`config.mk`:
```
export PLATFORM = sky130hd
export DESIGN_NAME = ilk_diag_fsm
export DESIGN_NICKNAME = d
export VERILOG_FILES = /design/src/ilk_flash_gen.v /design/src/ilk_warn_timer.v /design/src/ilk_diag_fsm.v
export VERILOG_INCLUDE_DIRS = /design/src
export SDC_FILE = /design/constraint.sdc
export NUM_CORES = 1
export LEC_CHECK = 0
export BUFFER_PORTS_ARGS = -buffer_cell sky130_fd_sc_hd__buf_4
export CAP_MARGIN = 40
export CORE_MARGIN = 1.5
export CORE_UTILIZATION = 60
export DETAILED_ROUTE_END_ITERATION = 10
export PLACE_DENSITY = 0.78
export SYNTH_ARGS = -nofsm -noshare
export SYNTH_HDL_FRONTEND = slang
export SYNTH_HIERARCHICAL = 1
export SYNTH_SLANG_ARGS = --single-unit
```
`constraint.sdc`:
```
create_clock -name clk -period 4 [get_ports clk]
set_input_delay 0.8 -clock clk [delete_from_list [all_inputs] [get_ports clk]]
set_output_delay 0.8 -clock clk [all_outputs]
set_load 0.03 [all_outputs]
```
`src/ilk_consts.vh`:
```
`ifndef ILK_CONSTS_VH
`define ILK_CONSTS_VH

// fault flash counts
`define ILK_CODE_OUT_A      4'h1
`define ILK_CODE_OUT_B      4'h2
`define ILK_CODE_CROSS      4'h3
`define ILK_CODE_ACTUATOR   4'h5
`define ILK_CODE_FORCE      4'h6
`define ILK_CODE_TEMP       4'hA
`define ILK_CODE_NONE       4'h0

// warning delay and clock rate
`define ILK_WARN_MINUTES    30
`define ILK_CLK_HZ          125000000
`define ILK_WARN_CYCLES     (`ILK_WARN_MINUTES * 40'h3C * `ILK_CLK_HZ)

// flash timing, in cycles at 125 MHz
`define ILK_PULSE_MS        200
`define ILK_PULSE_CYCLES    (`ILK_PULSE_MS * (`ILK_CLK_HZ / 1000))
`define ILK_PAUSE_PULSES    4'h5

// latching force setting in steps of 10 N, 30 N to 100 N
`define ILK_FORCE_STEP_N    7'h0A
`define ILK_FORCE_MIN_N     7'h1E
`define ILK_FORCE_MAX_N     7'h64

// chain length
`define ILK_CHAIN_MAX       31

`endif

```
`src/ilk_flash_gen.v`:
```
`timescale 1ns/10ps
`default_nettype none
`include "ilk_consts.vh"

// flash code generator: bursts of equal pulses, then a longer pause
module ilk_flash_gen #(
    parameter PULSE_CYCLES = 25000000
) (
    // clock and reset
    input  wire       clk,
    input  wire       rstn,
    // code to show, zero means none
    input  wire [3:0] code,
    // flashing output
    output reg        flash
);
    reg [31:0] tick_q;
    reg [4:0]  slot_q;
    wire       tickEnd = (tick_q == PULSE_CYCLES - 1);

    // each code shows 2*code slots on/off, then a fixed pause of dark slots
    always @(posedge clk or negedge rstn) begin
        if (!rstn) begin
            tick_q <= 32'h0000_0000;
            slot_q <= 5'h00;
            flash  <= 1'b0;
        end else begin
            tick_q <= tickEnd ? 32'h0000_0000 : tick_q + 32'h0000_0001;
            if (code == `ILK_CODE_NONE) begin
                slot_q <= 5'h00;
                flash  <= 1'b0;
            end else if (tickEnd) begin
                if (slot_q >= {code, 1'b0} + {1'b0, `ILK_PAUSE_PULSES} - 5'h01)
                    slot_q <= 5'h00;
                else
                    slot_q <= slot_q + 5'h01;
                flash <= (slot_q + 5'h01 < {code, 1'b0}) && !slot_q[0]
                         && (slot_q + 5'h01 != {code, 1'b0} + {1'b0, `ILK_PAUSE_PULSES});
            end
        end
    end
endmodule

`default_nettype wire

```
`src/ilk_warn_timer.v`:
```
`timescale 1ns/10ps
`default_nettype none

// warning delay timer: counts while armed, fires once on expiry
module ilk_warn_timer #(
    parameter [39:0] LIMIT = 40'h34_630B_8A00
) (
    // clock and reset
    input  wire clk,
    input  wire rstn,
    // control
    input  wire run,
    // result
    output reg  expired
);
    reg [39:0] cnt_q;

    // count up while run, restart when run drops
    always @(posedge clk or negedge rstn) begin
        if (!rstn) begin
            cnt_q   <= 40'h00_0000_0000;
            expired <= 1'b0;
        end else if (!run) begin
            cnt_q   <= 40'h00_0000_0000;
            expired <= 1'b0;
        end else if (cnt_q >= LIMIT - 40'd1) begin
            expired <= 1'b1;
        end else begin
            cnt_q <= cnt_q + 40'h00_0000_0001;
        end
    end
endmodule

`default_nettype wire

```
`src/ilk_diag_fsm.v`:
```
// Contract
// - output A fault: 1 flash, off after 30 min
// - output B fault: 2 flashes, off after 30 min
// - cross-wire: 3 flashes; expired needs power cycle
// - bad actuator: 5 flashes, immediate off
// - holding force below 500 N: 6 flashes, off; the code goes to WEAK instead, with yellow flash and no red code
// - magnet above 70 C: 10 flashes, off
// - internal fault: outputs off, red steady
// - cross, temperature, 24 V short: delayed off; the code switches temperature off at once
// - clear failure only by guard open/close
// - re-enable outputs once guard relocked
// - warning keeps outputs; escalates after 30 min
// - warning clears itself when cause gone
// - yellow flashes near sensing limit
// - green lit while powered and ready
// - red on for failure or warning
// - closed, unlocked: yellow flash, outputs low, diag high
// - locked: yellow steady, outputs high, diag high
// - weak force: yellow flash, all outputs low
// - forced separation: red+yellow flash, outputs low
// - latch force 30 to 100 N, 10 N steps
// - up to 31 units chain safely
`include "ilk_consts.vh"
`timescale 1ns/10ps
`default_nettype none

module ilk_diag_fsm #(
    parameter [39:0] WARN_CYCLES  = `ILK_WARN_CYCLES,
    parameter        PULSE_CYCLES = `ILK_PULSE_CYCLES
) (
    // clock and reset
    input  wire       clk,
    input  wire       rstn,
    // guard and actuator sensing
    input  wire       guardClosed,
    input  wire       actuatorPresent,
    input  wire       actuatorNearLimit,
    input  wire       lockCmd,
    input  wire       lockEngaged,
    input  wire       forceOk,
    // chain inputs from upstream unit
    input  wire       chainInputA,
    input  wire       chainInputB,
    // fault detectors
    input  wire       faultOutA,
    input  wire       faultOutB,
    input  wire       faultCross,
    input  wire       faultActuator,
    input  wire       faultTemp,
    input  wire       faultInternal,
    // latching force adjustment target
    input  wire       forceUpPulse,
    // outputs
    output reg        safetyOutputA,
    output reg        safetyOutputB,
    output reg        diagOut,
    output reg        ledGreen,
    output reg        ledYellow,
    output reg        ledRed,
    output reg  [6:0] latchForceN,
    output reg        failure,
    output reg        warning
);
    // states: DEAD is the expired cross-wire case, left only by reset;
    // FAIL is any latched failure that a guard cycle may clear;
    // SEPARAT holds while the lock is still commanded after a separation
    localparam [2:0] ST_OPEN    = 3'h0;
    localparam [2:0] ST_CLOSED  = 3'h1;
    localparam [2:0] ST_LOCKED  = 3'h2;
    localparam [2:0] ST_WEAK    = 3'h3;
    localparam [2:0] ST_FAIL    = 3'h4;
    localparam [2:0] ST_SEPARAT = 3'h5;
    localparam [2:0] ST_DEAD    = 3'h6;

    // fsm state, latched flash code and guard-opened memory
    reg [2:0] state_q;
    reg [2:0] state_d;
    reg [3:0] failCode_q;
    reg [3:0] failCode_d;
    reg       guardSeenOpen_q;
    reg       guardSeenOpen_d;

    wire       flash;
    wire       blink;
    wire       expired;
    wire [3:0] warnCode;
    wire [3:0] immCode;
    wire       warnActive;
    // helper terms for clearing, enabling and the red code
    wire       causeGone;
    wire       chainOk;
    wire       lockedOk;
    wire       inFault;
    wire [3:0] redCode;

    // next values of the registered pins
    reg        enable_d;
    reg        diag_d;
    reg        red_d;
    reg        yellow_d;
    reg        failure_d;
    reg        warning_d;

    // delayed-class causes, encoded by priority
    // only one code can flash at a time, so the most severe delayed cause wins
    assign warnCode = (faultCross || (faultOutA && faultOutB)) ? `ILK_CODE_CROSS :
                      faultOutB ? `ILK_CODE_OUT_B :
                      faultOutA ? `ILK_CODE_OUT_A : `ILK_CODE_NONE;
    // immediate-class causes
    // these switch off at once, with no delay
    assign immCode = faultTemp ? `ILK_CODE_TEMP :
                     faultActuator ? `ILK_CODE_ACTUATOR : `ILK_CODE_NONE;
    assign warnActive = (warnCode != `ILK_CODE_NONE);

    // every cause of either class has gone, so a guard cycle may clear
    assign causeGone = (immCode == `ILK_CODE_NONE) && !warnActive && !faultInternal;
    // both upstream lines must be high before this unit passes enable on
    assign chainOk = chainInputA && chainInputB;
    // locked with no internal fault is the only state that may enable
    assign lockedOk = (state_q == ST_LOCKED) && !faultInternal;
    // latched failure of either kind
    assign inFault = (state_q == ST_FAIL) || (state_q == ST_DEAD);
    // a latched code wins over a standing warning
    assign redCode = inFault ? failCode_q : warnCode;

    // thirty minutes at 125 MHz needs a 38-bit count, so the timer is 40 bits
    // wide; a cause that drops out restarts the full delay
    // delay timer runs only while a warning stands
    ilk_warn_timer #(
        .LIMIT(WARN_CYCLES)
    ) uTimer (
        .clk    (clk),
        .rstn   (rstn),
        .run    (warnActive && state_q != ST_FAIL && state_q != ST_DEAD),
        .expired(expired)
    );

    // red flash code generator
    // the burst restarts whenever the code drops to none, so a new fault
    // raised while no code shows begins with a full burst
    ilk_flash_gen #(
        .PULSE_CYCLES(PULSE_CYCLES)
    ) uFlash (
        .clk (clk),
        .rstn(rstn),
        .code(redCode),
        .flash(flash)
    );

    // plain yellow blink: one pulse code repeats
    // shares the burst timing so red and yellow flash in one rhythm
    ilk_flash_gen #(
        .PULSE_CYCLES(PULSE_CYCLES)
    ) uBlink (
        .clk (clk),
        .rstn(rstn),
        .code(4'h1),
        .flash(blink)
    );

    // next-state logic
    // WEAK and CLOSED are derived again from the inputs every cycle; SEPARAT is entered only from LOCKED and held by lockCmd
    always @* begin
        state_d         = state_q;
        failCode_d      = failCode_q;
        guardSeenOpen_d = guardSeenOpen_q;
        case (state_q)
            ST_FAIL: begin
                // an opening only counts once the cause has gone
                if (!causeGone)
                    guardSeenOpen_d = 1'b0;
                else if (!guardClosed)
                    guardSeenOpen_d = 1'b1;
                // clear only after cause gone and guard cycled
                if (guardSeenOpen_q && guardClosed && causeGone) begin
                    state_d         = ST_CLOSED;
                    failCode_d      = `ILK_CODE_NONE;
                    guardSeenOpen_d = 1'b0;
                end
            end
            ST_DEAD: begin
                state_d = ST_DEAD; // only a power cycle leaves
            end
            default: begin
                // an expired warning outranks every other event, then the
                // immediate faults, then the guard and lock sequence
                if (expired && warnCode == `ILK_CODE_CROSS) begin
                    state_d    = ST_DEAD;
                    failCode_d = warnCode;
                end else if (expired) begin
                    state_d    = ST_FAIL;
                    failCode_d = warnCode;
                    guardSeenOpen_d = 1'b0;
                end else if (immCode != `ILK_CODE_NONE) begin
                    state_d    = ST_FAIL;
                    failCode_d = immCode;
                    guardSeenOpen_d = 1'b0;
                end else if (!guardClosed) begin
                    state_d = ST_OPEN;
                end else if (state_q == ST_LOCKED && lockCmd && !actuatorPresent) begin
                    state_d = ST_SEPARAT;
                end else if (state_q == ST_SEPARAT && lockCmd) begin
                    state_d = ST_SEPARAT;
                end else if (!actuatorPresent || !lockCmd) begin
                    state_d = actuatorPresent ? ST_CLOSED : ST_OPEN;
                end else if (lockEngaged && forceOk) begin
                    state_d = ST_LOCKED;
                end else begin
                    state_d = ST_WEAK;
                end
            end
        endcase
    end

    // state registers
    // asynchronous reset lands in OPEN with no failure latched, as at power-up
    always @(posedge clk or negedge rstn) begin
        if (!rstn) begin
            state_q         <= ST_OPEN;
            failCode_q      <= `ILK_CODE_NONE;
            guardSeenOpen_q <= 1'b0;
        end else begin
            state_q         <= state_d;
            failCode_q      <= failCode_d;
            guardSeenOpen_q <= guardSeenOpen_d;
        end
    end

    // one step per target pulse; a pulse held high steps every cycle,
    // so the target side must send single-cycle pulses
    // latching force adjustment, wraps back to factory value after maximum
    always @(posedge clk or negedge rstn) begin
        if (!rstn) begin
            latchForceN <= `ILK_FORCE_MIN_N;
        end else if (forceUpPulse) begin
            if (latchForceN >= `ILK_FORCE_MAX_N)
                latchForceN <= `ILK_FORCE_MIN_N;
            else
                latchForceN <= latchForceN + `ILK_FORCE_STEP_N;
        end
    end

    // output decode: next value of every registered pin but green and latchForceN
    always @* begin
        // both safety outputs share one enable so they can never disagree
        enable_d  = lockedOk && chainOk;
        // failure covers the clearable and the reset-only case alike
        failure_d = inFault;
        // a warning is shown only while it has not yet escalated
        warning_d = warnActive && (state_q == ST_LOCKED || state_q == ST_CLOSED
                    || state_q == ST_WEAK || state_q == ST_OPEN);
        // diag: closed, or closed and locked, with no fault standing
        diag_d = !faultInternal && !warnActive
                 && (state_q == ST_CLOSED || state_q == ST_LOCKED);
        // red: steady for internal fault, flash codes otherwise
        if (faultInternal)
            red_d = 1'b1;
        else if (state_q == ST_SEPARAT)
            red_d = blink;
        else if (inFault || warnActive)
            red_d = flash;
        else
            red_d = 1'b0;
        // yellow by operating state
        case (state_q)
            ST_LOCKED:  yellow_d = actuatorNearLimit ? blink : 1'b1;
            ST_CLOSED:  yellow_d = blink;
            ST_WEAK:    yellow_d = blink;
            ST_SEPARAT: yellow_d = blink;
            ST_OPEN:    yellow_d = actuatorNearLimit ? blink : 1'b0;
            default:    yellow_d = 1'b0;
        endcase
    end

    // registered outputs: every pin comes straight from a flip-flop
    always @(posedge clk or negedge rstn) begin
        if (!rstn) begin
            safetyOutputA <= 1'b0;
            safetyOutputB <= 1'b0;
            diagOut       <= 1'b0;
            ledGreen      <= 1'b0;
            ledYellow     <= 1'b0;
            ledRed        <= 1'b0;
            failure       <= 1'b0;
            warning       <= 1'b0;
        end else begin
            // green only proves that clock and supply are alive
            ledGreen      <= 1'b1;
            failure       <= failure_d;
            warning       <= warning_d;
            safetyOutputA <= enable_d;
            safetyOutputB <= enable_d;
            diagOut       <= diag_d;
            ledRed        <= red_d;
            ledYellow     <= yellow_d;
        end
    end
endmodule

`default_nettype wire

```
# After elaboration in Yosys (flattened, before gate mapping)
# Cells that the tools add are included.
# op_classes
n_addsub	8
magnitude_cmp	6
n_eq_ne	18
n_mux	48
bitwise_logic	1
n_reduce_logical	46
# ops
operator	count
$mux W40	2
$add A32 B1 Y32 const B	2
$eq A32 B25 Y1 const B	2
$mux W32	2
$add A40 B1 Y40 const B	1
$ge A40 B38 Y1 const B	1
$mux W3	8
$mux W4	6
$logic_and A1 B1 Y1	22
$mux W5	4
$mux W1	18
$reduce_bool A4 Y1	3
$add A5 B1 Y5 const B	2
$eq A3 B3 Y1 const B	3
$logic_not A4 Y1	2
$pmux W4 S2	1
$add A7 B4 Y7 const B	1
$ge A7 B7 Y1 const B	1
$logic_or A1 B1 Y1	7
$mux W7	1
$eq A3 B2 Y1 const B	2
$logic_not A1 Y1	6
$mux W2	3
$ne A2 B2 Y1 const B	3
23 further kinds	24
# word_totals
reg_bits	139
output_inout_bits	15

# Longest topological paths before layout
# Gate-level depths: netlist of run 1.
# logic_depth
depth_word	10
depth_mapped	13

# Hierarchy
# The synthesis of run 1 kept the hierarchy.
# modules_own_cells
module	instances	cells_per_inst	area_each_um2
ilk_warn_timer	1	255	2319.7
ilk_flash_gen at uFlash	1	206	2109.5
ilk_flash_gen at uBlink	1	209	2105.8
ilk_diag_fsm	1	117	1168.6

# Worst setup path before layout of run 1
# Ideal clock, no wire load.
# synth_timing
path_type	reg-to-reg
start	register state_q[0]
end	register uFlash.slot_q[4]
setup_time_ps	82
arrival_ps	2568
required_ps	3918
slack_ps	1350
path_stages_with_launch	14
path_cell_list	dfrtp_1 -> buf_6 -> nand2b_4 -> buf_8 -> inv_4 -> buf_4 -> nor3_1 -> nor2_1 -> ha_1 -> and3b_1 -> o311a_1 -> a211oi_2 -> a21oi_1 -> o22ai_1
# synth_via
elab_chain_cells	9
elab_cells_between_ends	12
# synth_lines
item	line	rtl
start, declared	ilk_diag_fsm.v:76	reg [2:0] state_q;
start signal, assigned	ilk_diag_fsm.v:223	state_q <= state_d;
$eq A3 B3 Y1	ilk_diag_fsm.v:122	assign inFault = (state_q == ST_FAIL) || (state_q == ST_DEAD);
$logic_or A1 B1 Y1 *	ilk_diag_fsm.v:122	
net failure_d	ilk_diag_fsm.v:101	reg failure_d;
$mux W4 *	ilk_diag_fsm.v:124	assign redCode = inFault ? failCode_q : warnCode;
net redCode[0]	ilk_diag_fsm.v:94	wire [3:0] redCode;
$add A5 B3 Y5	ilk_flash_gen.v:33	if (slot_q >= {code, 1'b0} + {1'b0, `ILK_PAUSE_PULSES} - 5'h01)
$sub A5 B1 Y5	ilk_flash_gen.v:33	
$ge A5 B5 Y1	ilk_flash_gen.v:33	
$mux W5	ilk_flash_gen.v:33	
$mux W5	ilk_flash_gen.v:32	end else if (tickEnd) begin
$mux W5	ilk_flash_gen.v:29	if (code == `ILK_CODE_NONE) begin
end signal, assigned	ilk_flash_gen.v:36	slot_q <= slot_q + 5'h01;
end, declared	ilk_flash_gen.v:18	reg [4:0] slot_q;
# Mark *: on every way through the listed nets, which the timed path passes. The rest lies on a longest branch. The select of a mux whose other input is x is not followed.
# A chain may end at the register's enable or synchronous reset.

# Final worst setup path of run 1
# layout_timing
start	register state_q[0]
end	register uFlash.slot_q[4]
# layout_via
elab_chain_cells	9
elab_cells_between_ends	12
# layout_lines
item	line
$eq A3 B3 Y1	ilk_diag_fsm.v:122
$logic_or A1 B1 Y1 *	ilk_diag_fsm.v:122
$mux W4 *	ilk_diag_fsm.v:124
net redCode[1]	ilk_diag_fsm.v:94
$add A5 B3 Y5	ilk_flash_gen.v:33
$sub A5 B1 Y5	ilk_flash_gen.v:33
$ge A5 B5 Y1	ilk_flash_gen.v:33
$mux W5	ilk_flash_gen.v:33
$mux W5	ilk_flash_gen.v:32
$mux W5	ilk_flash_gen.v:29
# Marks and branches as above.

==> results by group, run 1 <==
Yosys
  • Avg Inst Size Synth: 9.789 sq um
  • Post-synthesis sequential area ratio: 0.4489
  • Post-Syn Instances: 787
  • Largest area contributor in the netlist: dfrtp_1
  • Top_reg_cell synth: dfrtp_1
  • Cell Area, Synth: ~7700 sq um
  • Yosys cell types: 79
  • Top cell type's share of synthesized area: 0.4353
  • Post-synth EDFFs: 0
  • YS warnings: 6
  • Yosys reg bits: 138
  • Synth top area cells: dfrtp_1 (44%), xor2_1 (4.8%), xnor2_1 (4.0%)
  • Asr flop ratio synth: 1.000

Clock tree
  • CTS max path bufs: 2
  • TritonCTS clock tree: built
  • Clk_lat worst skew: 0.42 ns
  • Reg clk slew, reported paths: 0.06 ns
  • Num CTS Buffers: 17
  • Post-CTS setup buffers: 0
  • # clock sinks: 138
  • Root buf cell: clkbuf_16
  • Post-cts sizing count: 0
  • Max H-tree Level: 4
  • Hold buffers post-CTS: 0

Global routing
  • Initial antenna violation count: 0
  • First-pass GRT wire length: between 20 and 30 mm
  • Congestion Overflow GR: 0
  • Total GRT Usage: 0.2670
  • Largest net degree at the start of global routing: 84
  • Vias in the first global route: 6,116

Floorplanning
  • DIE HEIGHT: approximately 120 um
  • Core area: approximately 13,000 sq um
  • # rows: 41
  • Initial Utilization: 0.6129
  • Top Ports: 32
  • Die Wd: 116.3 um
  • DIE AREA: 13,530 sq um

Drt
  • DR WL/cell: 15.98 um
  • Initial DRC count: around 510
  • Vias: 6,135
  • Top Metal Used: met4
  • Met3 wire length: 681 um
  • DRT Pass-1 Iters: 4
  • Antenna viol nets, final: 0
  • Vias per Instance: 6.027
  • WL final: 16.26 mm
  • Residual DRC count: 0
  • Met2 routed WL: 8.252 mm
  • Met1 WL: around 7 mm

Power and ir drop
  • Clock power share: 0.441
  • Sw Pwr: 0.9057 mW
  • Int Pwr: 2.620 mW
  • Peak supply drop: 0.4731 mV
  • Pwr dens: 405.2 nW/um^2
  • Power Total: 3.526 mW
  • Leak: 3.710 nW
  • Switch share: 0.2569
  • Comb power frac: 0.124
  • Sequential share of power: 0.435

Timing
  • TNS Setup: 0 ns
  • Unrepaired setup endpoints after global routing: false
  • Max Freq: roughly 340 MHz
  • Clock period minus final worst setup slack: 2.951 ns
  • Pins Over Slew Limit: 0
  • Setup Skew: 0.006098 ns
  • Period Utilization, post-route: 0.7376
  • Worst Tran Pin Value: 0.9024 ns
  • Final Setup Violations: 0
  • Relative slew slack: 0.3929
  • Fin. Hold Viols: 0

Finish
  • Area growth, synth to finish: 12.94%
  • Final design utilization: 0.6923
  • Ant diodes: 0
  • Commonest non-fill, non-tap cells in the layout: dfrtp_1 (134), nor2_1 (64), nand2_1 (51), nand3_1 (51), xor2_1 (42)
  • Fraction of layout cells with a size suffix above 1: 0.1217
  • Commonest non-fill, non-tap cell in the layout: dfrtp_1
  • Final nets: 874

Worst setup path
  • Critical path endpoint category: register
  • Critical Path Fanout Max: 10
  • Critical Path Max Stage Delay: approximately 0.53 ns
  • Critical Path AT: 3.29 ns
  • Required time of the critical path: 4.34 ns
  • CP max stage cell: dfrtp_1
  • CP Launch Type: register
  • Critical Path, Cell by Cell: nand2b_4, nor2_1, a21oi_1, ha_1, xnor2_1, ha_1, o311a_1, a211oi_2, a21oi_1, o22ai_1
  • Crit Path Category: reg -> reg

Run status
  • Status: finished, final reports clean

Placement
  • GPL Wtd Cong: 0.8594
  • # port buffers: 30
  • HPWL Detailed: 11.12 mm

Run
  • Total of max-cap violations: 0

Worst hold path
  • Tightest Hold Check Type: in -> async
## stage by stage
stage                     cells  setup WS [ns]  cell area [sq um]  hold slack, ns
after detailed placement    986         0.9939               8114          0.4632
after floorplan             804          1.350               7767          0.4426
after global placement      986          1.058               8114          0.4619
after CTS                  1018          1.105               8701          0.4543
after global routing       1018         0.8754               8701          0.4829
final                      1018          1.049               8701          0.4066
## flip-flops by register name, indices dropped and copies added, names as in the netlist, 3 cells and up
register / cells
uFlash/slot_q: 5
uBlink/tick_q: 32
state_q: 3
uFlash/tick_q: 32
uBlink/slot_q: 5
uTimer/cnt_q: 40
latchForceN: 6
failCode_q: 4
## worst max-delay path: cells and delay by family (launching register included)
family / cells / cell delay (ns)
simple gates: 2 / 0.34
compound gates: 5 / 1.25
fa+ha+maj: 2 / 0.57
xor+xnor: 1 / 0.18
flops: 1 / 0.53
## power by group through the flow
| stage | clock network (mW) | registers (mW) | logic, mW |
|---|---|---|---|
| 4_1_cts | 1.58 | 1.53 | 0.439 |
| 3_5_place_dp | 0 | 1.56 | 0.437 |
| 3_3_place_gp | 0 | 1.55 | 0.414 |
| 5_1_grt | 1.65 | 1.54 | 0.489 |
| 2_1_floorplan | 0 | 1.61 | 0.229 |
| 6_report | 1.56 | 1.53 | 0.437 |
## worst paths after layout
path | start | endpoint | slack (ns) | depth (start not counted)
worst min-delay path | rstn | diagOut | 0.41 | 1
min in group clk | uFlash/tick_q[31] | uFlash/tick_q[31] | 0.47 | 1
max in group asynchronous | rstn | uFlash/tick_q[10] | 2.69 | 2
worst min register to register | uFlash/tick_q[31] | uFlash/tick_q[31] | 0.47 | 1
worst max-delay path | state_q[0] | uFlash/slot_q[4] | 1.05 | 10
worst max register to register | state_q[0] | uFlash/slot_q[4] | 1.05 | 10
## final cells by class
| cell class | count | area, sq um |
|---|---|---|
| inverters | 24 | 92.59 |
| clock inverters | 13 | 153.9 |
| clock buffers | 19 | 432.9 |
| flip-flops and latches | 138 | 3458 |
| well taps | 172 | 215.2 |
| fillers | 972 | 3867 |
| repair buffers | 40 | 304.0 |
| multi-input cells | 612 | 4044 |
## kinds of logic (layout without fill, tap and decap cells)
kind of cell               after synthesis  count (layout)  synth area share
other                                    2              19         0.0009749
AOI/OAI and AO/OA                      122             122            0.1059
buffers and inverters                   54              96           0.03443
adders and majority gates               24              24           0.03898
DFF                                    138             138            0.4489
xor gates and xnor gates                77              77           0.08754
and+or+nand+nor                        366             366            0.2781
muxes                                    4               4          0.005198
## Yosys cell counts, types with 4 or more instances
| master | n |
|---|---|
| buf_2 | 6 |
| inv_1 | 23 |
| dfrtp_1 | 134 |
| or4_1 | 14 |
| nand4_1 | 35 |
| nor4b_1 | 6 |
| o211ai_1 | 10 |
| nor4_2 | 5 |
| ha_1 | 24 |
| and4_1 | 10 |
| or3_1 | 22 |
| mux2i_1 | 4 |
| o21ai_0 | 25 |
| nor3_1 | 14 |
| nand2b_1 | 9 |
| nand2_1 | 51 |
| nand4b_1 | 8 |
| nor4_1 | 10 |
| o21ai_1 | 6 |
| xnor2_1 | 35 |
| nand3_1 | 51 |
| clkbuf_1 | 14 |
| and2_1 | 15 |
| a21oi_1 | 31 |
| dfstp_2 | 4 |
| o31ai_1 | 10 |
| nor2b_1 | 6 |
| o22ai_1 | 4 |
| xor2_1 | 42 |
| and3_1 | 24 |
| buf_4 | 5 |
| nor2_1 | 64 |
## routing by layer
layer | up-vias | track usage
li1 | 2958 | -
met1 | 3012 | 0.3279
met3 | 24 | 0.06694
met4 | 0 | 0.08862
met2 | 141 | 0.4624
met5 | - | 0
(Power assumes the default switching activity.)
==> run 2: changes to the inputs <==
Settings changed: ABC_AREA set to 1, CORE_UTILIZATION 60 to 57, PLACE_DENSITY 0.78 to 0.77.
Clock period 4 ns to 2.64 ns, I/O delays scaled along.
==> results by group, run 2 <==
Finish
  • Biggest regs: uTimer/cnt_q (40), uBlink/tick_q (32), uFlash/tick_q (32)
  • Area of the multi-input gates: 5280 sq um (+31%)
  • Final nets: 1,524 (+74%)
  • Commonest non-fill, non-tap cells in the layout: nand2_1 (433), nor2_1 (260), inv_1 (183)
  • Ant diodes: 0 (unchanged)
  • Commonest non-fill, non-tap cell in the layout: nand2_1
  • Area growth, synth to finish: 11.05%
  • Fraction of layout cells with a size suffix above 1: 0.09291 (-0.02883)
  • # fillers: 1,535 (+58%)
  • Number of flip-flops in the largest register: 40 (unchanged)
  • Post-Layout Cell Count: 1,716 (+69%)
  • Storage cell area: 3458 sq um (unchanged)
  • Most flops, register: uTimer/cnt_q

Drt
  • Vias per Instance: 5.219 (-13%)
  • DRT Pass-1 Iters: 5 (+1)
  • WL final: 22.97 mm (+41%)
  • Vias: 8,956 (+46%)
  • Antenna viol nets, final: 0 (unchanged)
  • Residual DRC count: 0 (unchanged)
  • DR WL/cell: 13.39 um (-16%)
  • Initial DRC count: 705 (+39%)

Worst hold path
  • Tightest Hold Check Type: in -> async

Clock tree
  • Clk_lat worst skew: 0.43 ns (about the same)
  • Num CTS Buffers: 17 (unchanged)
  • # clock sinks: 138 (unchanged)
  • TritonCTS clock tree: built
  • Root buf cell: clkbuf_16
  • Max H-tree Level: 4 (unchanged)
  • Hold buffers post-CTS: 0 (unchanged)
  • Reg clk slew, reported paths: 0.06 ns (about the same)
  • CTS max path bufs: 2 (unchanged)

Yosys
  • Post-Syn Instances: 1,440 (+83%)
  • Largest area contributor in the netlist: dfrtp_1
  • Cell Area, Synth: 9625 sq um (+25%)
  • Synth top area cells: dfrtp_1 (35%), nand2_1 (17%), nor2_1 (10%)
  • Top cell type's share of synthesized area: 0.3484 (-0.08691)
  • Most frequent cell after synthesis: nand2_1
  • Avg Inst Size Synth: 6.684 sq um (-32%)
  • Yosys cell types: 43 (-46%)
  • Top_reg_cell synth: dfrtp_1
  • Post-synth EDFFs: 0 (unchanged)
  • YS warnings: 6 (unchanged)
  • Asr flop ratio synth: 1.000 (unchanged)
  • Post-synthesis sequential area ratio: 0.3593 (-0.08963)
  • Yosys reg bits: 138 (unchanged)
  • Most frequent cells after synthesis: nand2_1 (433), nor2_1 (260), inv_1 (184), nand3_1 (142), dfrtp_1 (134)

Floorplanning
  • # rows: 47 (+15%)
  • Initial Utilization: 0.5825 (-0.03045)
  • DIE HEIGHT: 133.0 um (+14%)
  • Top Ports: 32 (unchanged)
  • Core area: 16,520 sq um (+31%)
  • DIE AREA: 17,680 sq um (+31%)
  • Die Wd: 133.0 um (+14%)

Worst setup path
  • CP Launch Type: register
  • Critical Path, Cell by Cell: inv_2, nor2_8, inv_4, nor2_1, ha_1, xor2_2, inv_1, ha_1, a21oi_1, nand3_1, nor2_1, nand3_1, nand2_1
  • CP max stage cell: dfrtp_1
  • Top delay family on crit path: simple AND/OR/NAND/NOR gates
  • Critical Path Max Stage Delay: 0.41 ns (-0.12 ns)
  • Critical Path Fanout Max: 7 (-3)
  • Critical path endpoint category: register
  • Crit Path Category: reg -> reg
  • Worst Path Buf+Inv: 3 (+3)
  • Critical Path AT: 2.73 ns (-0.56 ns)
  • Required time of the critical path: 3.00 ns (-1.34 ns)

Timing
  • TNS Setup: 0 ns (unchanged)
  • Final Setup Violations: 0 (unchanged)
  • Fin. Hold Viols: 0 (unchanged)
  • Relative slew slack: 0.5468 (+0.1539)
  • Setup Skew: 0.009011 ns (+0.002913 ns)
  • Unrepaired setup endpoints after global routing: false
  • Pins Over Slew Limit: 0 (unchanged)
  • Final hold slack: 0.05290 ns (-0.3537 ns)
  • Worst Tran Pin Value: 0.6774 ns (-0.2250 ns)
  • Clock period minus final worst setup slack: 2.362 ns (-0.5890 ns)
  • Max Freq: 423.4 MHz (+25%)
  • Period Utilization, post-route: 0.8945 (+0.1569)

Global routing
  • Largest net degree at the start of global routing: 56 (-33%)
  • Total GRT Usage: 0.2747 (+0.007714)
  • Congestion Overflow GR: 0 (unchanged)
  • Vias in the first global route: 8,432 (+38%)
  • First-pass GRT wire length: 39.64 mm (+39%)
  • Initial antenna violation count: 0 (unchanged)

Run
  • Total of max-cap violations: 0 (unchanged)

Run status
  • Status: finished, final reports clean

Placement
  • Placed cells: 1,684 (+71%)
  • GPL Wtd Cong: 0.9550 (+11%)
  • HPWL Detailed: 16.81 mm (+51%)
  • # port buffers: 30 (unchanged)

Power and ir drop
  • Power Total: 6.638 mW (+88%)
  • Pwr dens: 621.0 nW/um^2 (+53%)
  • Leak: 5.343 nW (+44%)
  • Peak supply drop: 0.5373 mV (+14%)
-- run 2: path summary, 6_finish.rpt --
kind | depth (start not counted) | to | start | slack, ns
setup / recovery | 13 | uFlash/slot_q[3] | state_q[2] | 0.28
hold / removal | 1 | uTimer/cnt_q[21] | rstn | 0.05
setup reg to reg | 13 | uFlash/slot_q[3] | state_q[2] | 0.28
hold reg to reg | 2 | failCode_q[2] | failCode_q[2] | 0.47
max in group asynchronous | 2 | uFlash/tick_q[4] | rstn | 1.88
min in group clk | 2 | diagOut | faultInternal | 0.29
-- run 2: cells by family after synthesis --
group | after synthesis | synth area share
buffers and inverters | 225 | 0.09723
flip-flops | 138 | 0.3593
XOR/XNOR | 56 | 0.05096
other | 2 | 0.0007802
adder cells (fa/ha/maj) | 24 | 0.03120
AND/OR/NAND/NOR | 953 | 0.4357
AO/OA/AOI/OAI | 42 | 0.02483
-- run 2: timing repair --
| item | in CTS | in global routing |
|---|---|---|
| setup endpoints to repair | 0 | 5 |
| resized for setup | 0 | 2 |
| buffers inserted | 0 | 0 |
-- run 2: per-layer routing --
metal	routed length (um)	GRT usage
met4	462	0.08913
met3	1133	0.04483
met1	10620	0.3759
met2	10750	0.4465
met5	0	0
-- run 2: layout make-up --
class | instances | area share
Tap cell | 220 | 0.02575
Sequential cell | 138 | 0.3235
Clock buffer | 24 | 0.04507
Clock inverter | 8 | 0.01100
Timing Repair Buffer | 41 | 0.03032
Multi-Input combinational cell | 1088 | 0.4940
Inverter | 197 | 0.07035
-- run 2: metrics by stage --
step,setup slack (ns),utilization,area (sq um)
CTS,0.2307,0.6464,10680
detailed placement,0.05657,0.6101,10080
finish,0.2784,0.6469,10690
floorplan,0.3777,-,9667
global placement,0.1183,0.6101,10080
global route,0.02373,0.6469,10690
-- run 2: report_power, final --
part / internal [mW] / switching, mW
Combinational: 0.554 / 1.19
Sequential: 2.29 / 0.142
Clock: 1.55 / 0.904
Total: 4.40 / 2.24
==> run 3: changes to the inputs <==
Settings changed: SETUP_SLACK_MARGIN set to 0.5.
==> results by group, run 3 (same netlist as run 2, synthesis figures left out) <==
Global routing
  • Total GRT Usage: 0.2721 (-0.002641)
  • Initial antenna violation count: 0 (unchanged)
  • Largest net degree at the start of global routing: 65 (+16%)
  • Congestion Overflow GR: 0 (unchanged)
  • First-pass GRT wire length: 39.34 mm (-0.75%)
  • Vias in the first global route: 8,453 (+0.25%)

Finish
  • Ant diodes: 0 (unchanged)
  • Design area: 10,840 sq um (+1.5%)
  • # fillers: 1,486 (-3.2%)
  • Commonest non-fill, non-tap cell in the layout: nand2_1
  • Commonest non-fill, non-tap cells in the layout: nand2_1 (432), nor2_1 (255), inv_1 (183)
  • Area growth, synth to finish: 12.66%
  • Number of flip-flops in the largest register: 40 (unchanged)
  • Fraction of layout cells with a size suffix above 1: 0.1086 (+0.01568)
  • Most flops, register: uTimer/cnt_q
  • Final nets: 1,529 (+0.33%)
  • Biggest regs: uTimer/cnt_q (40), uBlink/tick_q (32), uFlash/tick_q (32)

Worst setup path
  • CP max stage cell: dfrtp_2
  • Worst Path Buf+Inv: 2 (-1)
  • Crit Path Category: reg -> reg
  • Required time of the critical path: 2.99 ns (about the same)
  • Critical Path AT: 2.41 ns (-0.32 ns)
  • CP Launch Type: register
  • Critical path endpoint category: register
  • Top delay family on crit path: simple AND/OR/NAND/NOR gates
  • Top cell by count, worst path: ha_4
  • Critical Path, Cell by Cell: nor2_8, inv_6, nor2_4, ha_4, xor2_2, inv_2, ha_4, a21oi_2, nand3_2, nor2_2, nand3_1, nand2_1
  • Critical Path Fanout Max: 6 (-1)
  • Critical Path Max Stage Delay: 0.44 ns (+0.03 ns)

Timing
  • Final hold slack: 0.03935 ns (-0.01354 ns)
  • Unrepaired setup endpoints after global routing: true
  • Clock period minus final worst setup slack: 2.062 ns (-0.3000 ns)
  • Final Setup Violations: 0 (unchanged)
  • Max Freq: 485.1 MHz (+15%)
  • TNS Setup: 0 ns (unchanged)
  • Setup Skew: 0.009485 ns (+0.0004745 ns)
  • Fin. Hold Viols: 0 (unchanged)
  • Pins Over Slew Limit: 0 (unchanged)
  • Period Utilization, post-route: 0.7809 (-0.1136)

Run status
  • Status: finished, final reports clean

Clock tree
  • Clk_lat worst skew: 0.42 ns (about the same)
  • Hold buffers post-CTS: 0 (unchanged)
  • Max H-tree Level: 4 (unchanged)
  • # clock sinks: 138 (unchanged)
  • Num CTS Buffers: 17 (unchanged)
  • CTS max path bufs: 2 (unchanged)
  • Root buf cell: clkbuf_16
  • TritonCTS clock tree: built
  • Reg clk slew, reported paths: 0.06 ns (about the same)

Drt
  • Residual DRC count: 0 (unchanged)
  • Antenna viol nets, final: 0 (unchanged)
  • Vias per Instance: 5.175 (-0.84%)
  • Vias: 8,907 (-0.55%)
  • Initial DRC count: 609 (-14%)
  • DR WL/cell: 13.28 um (-0.81%)
  • DRT Pass-1 Iters: 5 (unchanged)
  • WL final: 22.85 mm (-0.52%)

Floorplanning
  • Die Wd: 133.0 um (unchanged)
  • Top Ports: 32 (unchanged)
  • # rows: 47 (unchanged)
  • Initial Utilization: 0.5825 (unchanged)
  • DIE HEIGHT: 133.0 um (unchanged)
  • DIE AREA: 17,680 sq um (unchanged)
  • Core area: 16,520 sq um (unchanged)

Power and ir drop
  • Peak supply drop: 0.6620 mV (+23%)
  • Leak: 5.396 nW (+0.97%)
  • Pwr dens: 630.8 nW/um^2 (+1.6%)

Placement
  • Placed Area: 10,080 sq um (about the same)
  • GPL Wtd Cong: 0.9408 (-1.5%)
  • # port buffers: 30 (unchanged)
  • HPWL Detailed: 16.67 mm (-0.85%)

Worst hold path
  • Tightest Hold Check Type: in -> async

Run
  • Total of max-cap violations: 0 (unchanged)
==> run 3: metal layers <==
| metal | routed length (um) | part of all wire | global-route usage |
|---|---|---|---|
| met5 | 0 | 0 | 0 |
| met4 | 463 | 0.020 | 0.07998 |
| met3 | 1211 | 0.053 | 0.05134 |
| met2 | 10590 | 0.46 | 0.4505 |
| met1 | 10580 | 0.46 | 0.3636 |
==> run 3: report_power, final <==
part / switching, mW / internal (mW)
Sequential: 0.133 / 2.29
Combinational: 1.27 / 0.649
Clock: 0.985 / 1.51
==> run 3: stage by stage <==
step           total power [mW]  utilization  std cells  setup WS, ns
4_1_cts                   6.756       0.6494       1715        0.4963
6_report                  6.841       0.6562       1721        0.5785
3_3_place_gp              4.145       0.6100       1680        0.2871
3_5_place_dp              4.176       0.6100       1680        0.1999
2_1_floorplan             3.695            -       1451        0.5194
5_1_grt                   7.238       0.6562       1721        0.4470
==> run 3: worst paths after layout <==
| check | cells past startpoint | from | endpoint | slack (ns) |
|---|---|---|---|---|
| worst max-delay path | 12 | state_q[0] | uFlash/slot_q[0] | 0.58 |
| min in group clk | 2 | faultInternal | diagOut | 0.29 |
| worst min register to register | 1 | uFlash/tick_q[0] | uFlash/tick_q[0] | 0.47 |
| worst min-delay path | 1 | rstn | uBlink/tick_q[4] | 0.04 |
| worst max register to register | 12 | state_q[0] | uFlash/slot_q[0] | 0.58 |
| max in group asynchronous | 2 | rstn | uTimer/cnt_q[0] | 1.86 |
==> run 3: repair_timing <==
item                                    4_1_cts  5_1_grt
gates cloned                                  0        1
setup buffers                                 3        5
gates resized for setup                       4       16
endpoints found under the setup margin       37       40
pin swaps                                     3        8
==> run 3: layout make-up <==
class                      instances  area [sq um]  share of cell area
clock buffer                      17         425.4             0.03923
clock inverter                    15         191.4             0.01765
inverter                         197         754.5             0.06957
multi-input combinational       1089          5379              0.4960
sequential                       138          3461              0.3191
tap                              220         275.3             0.02538
timing repair buffer              45         357.8             0.03300
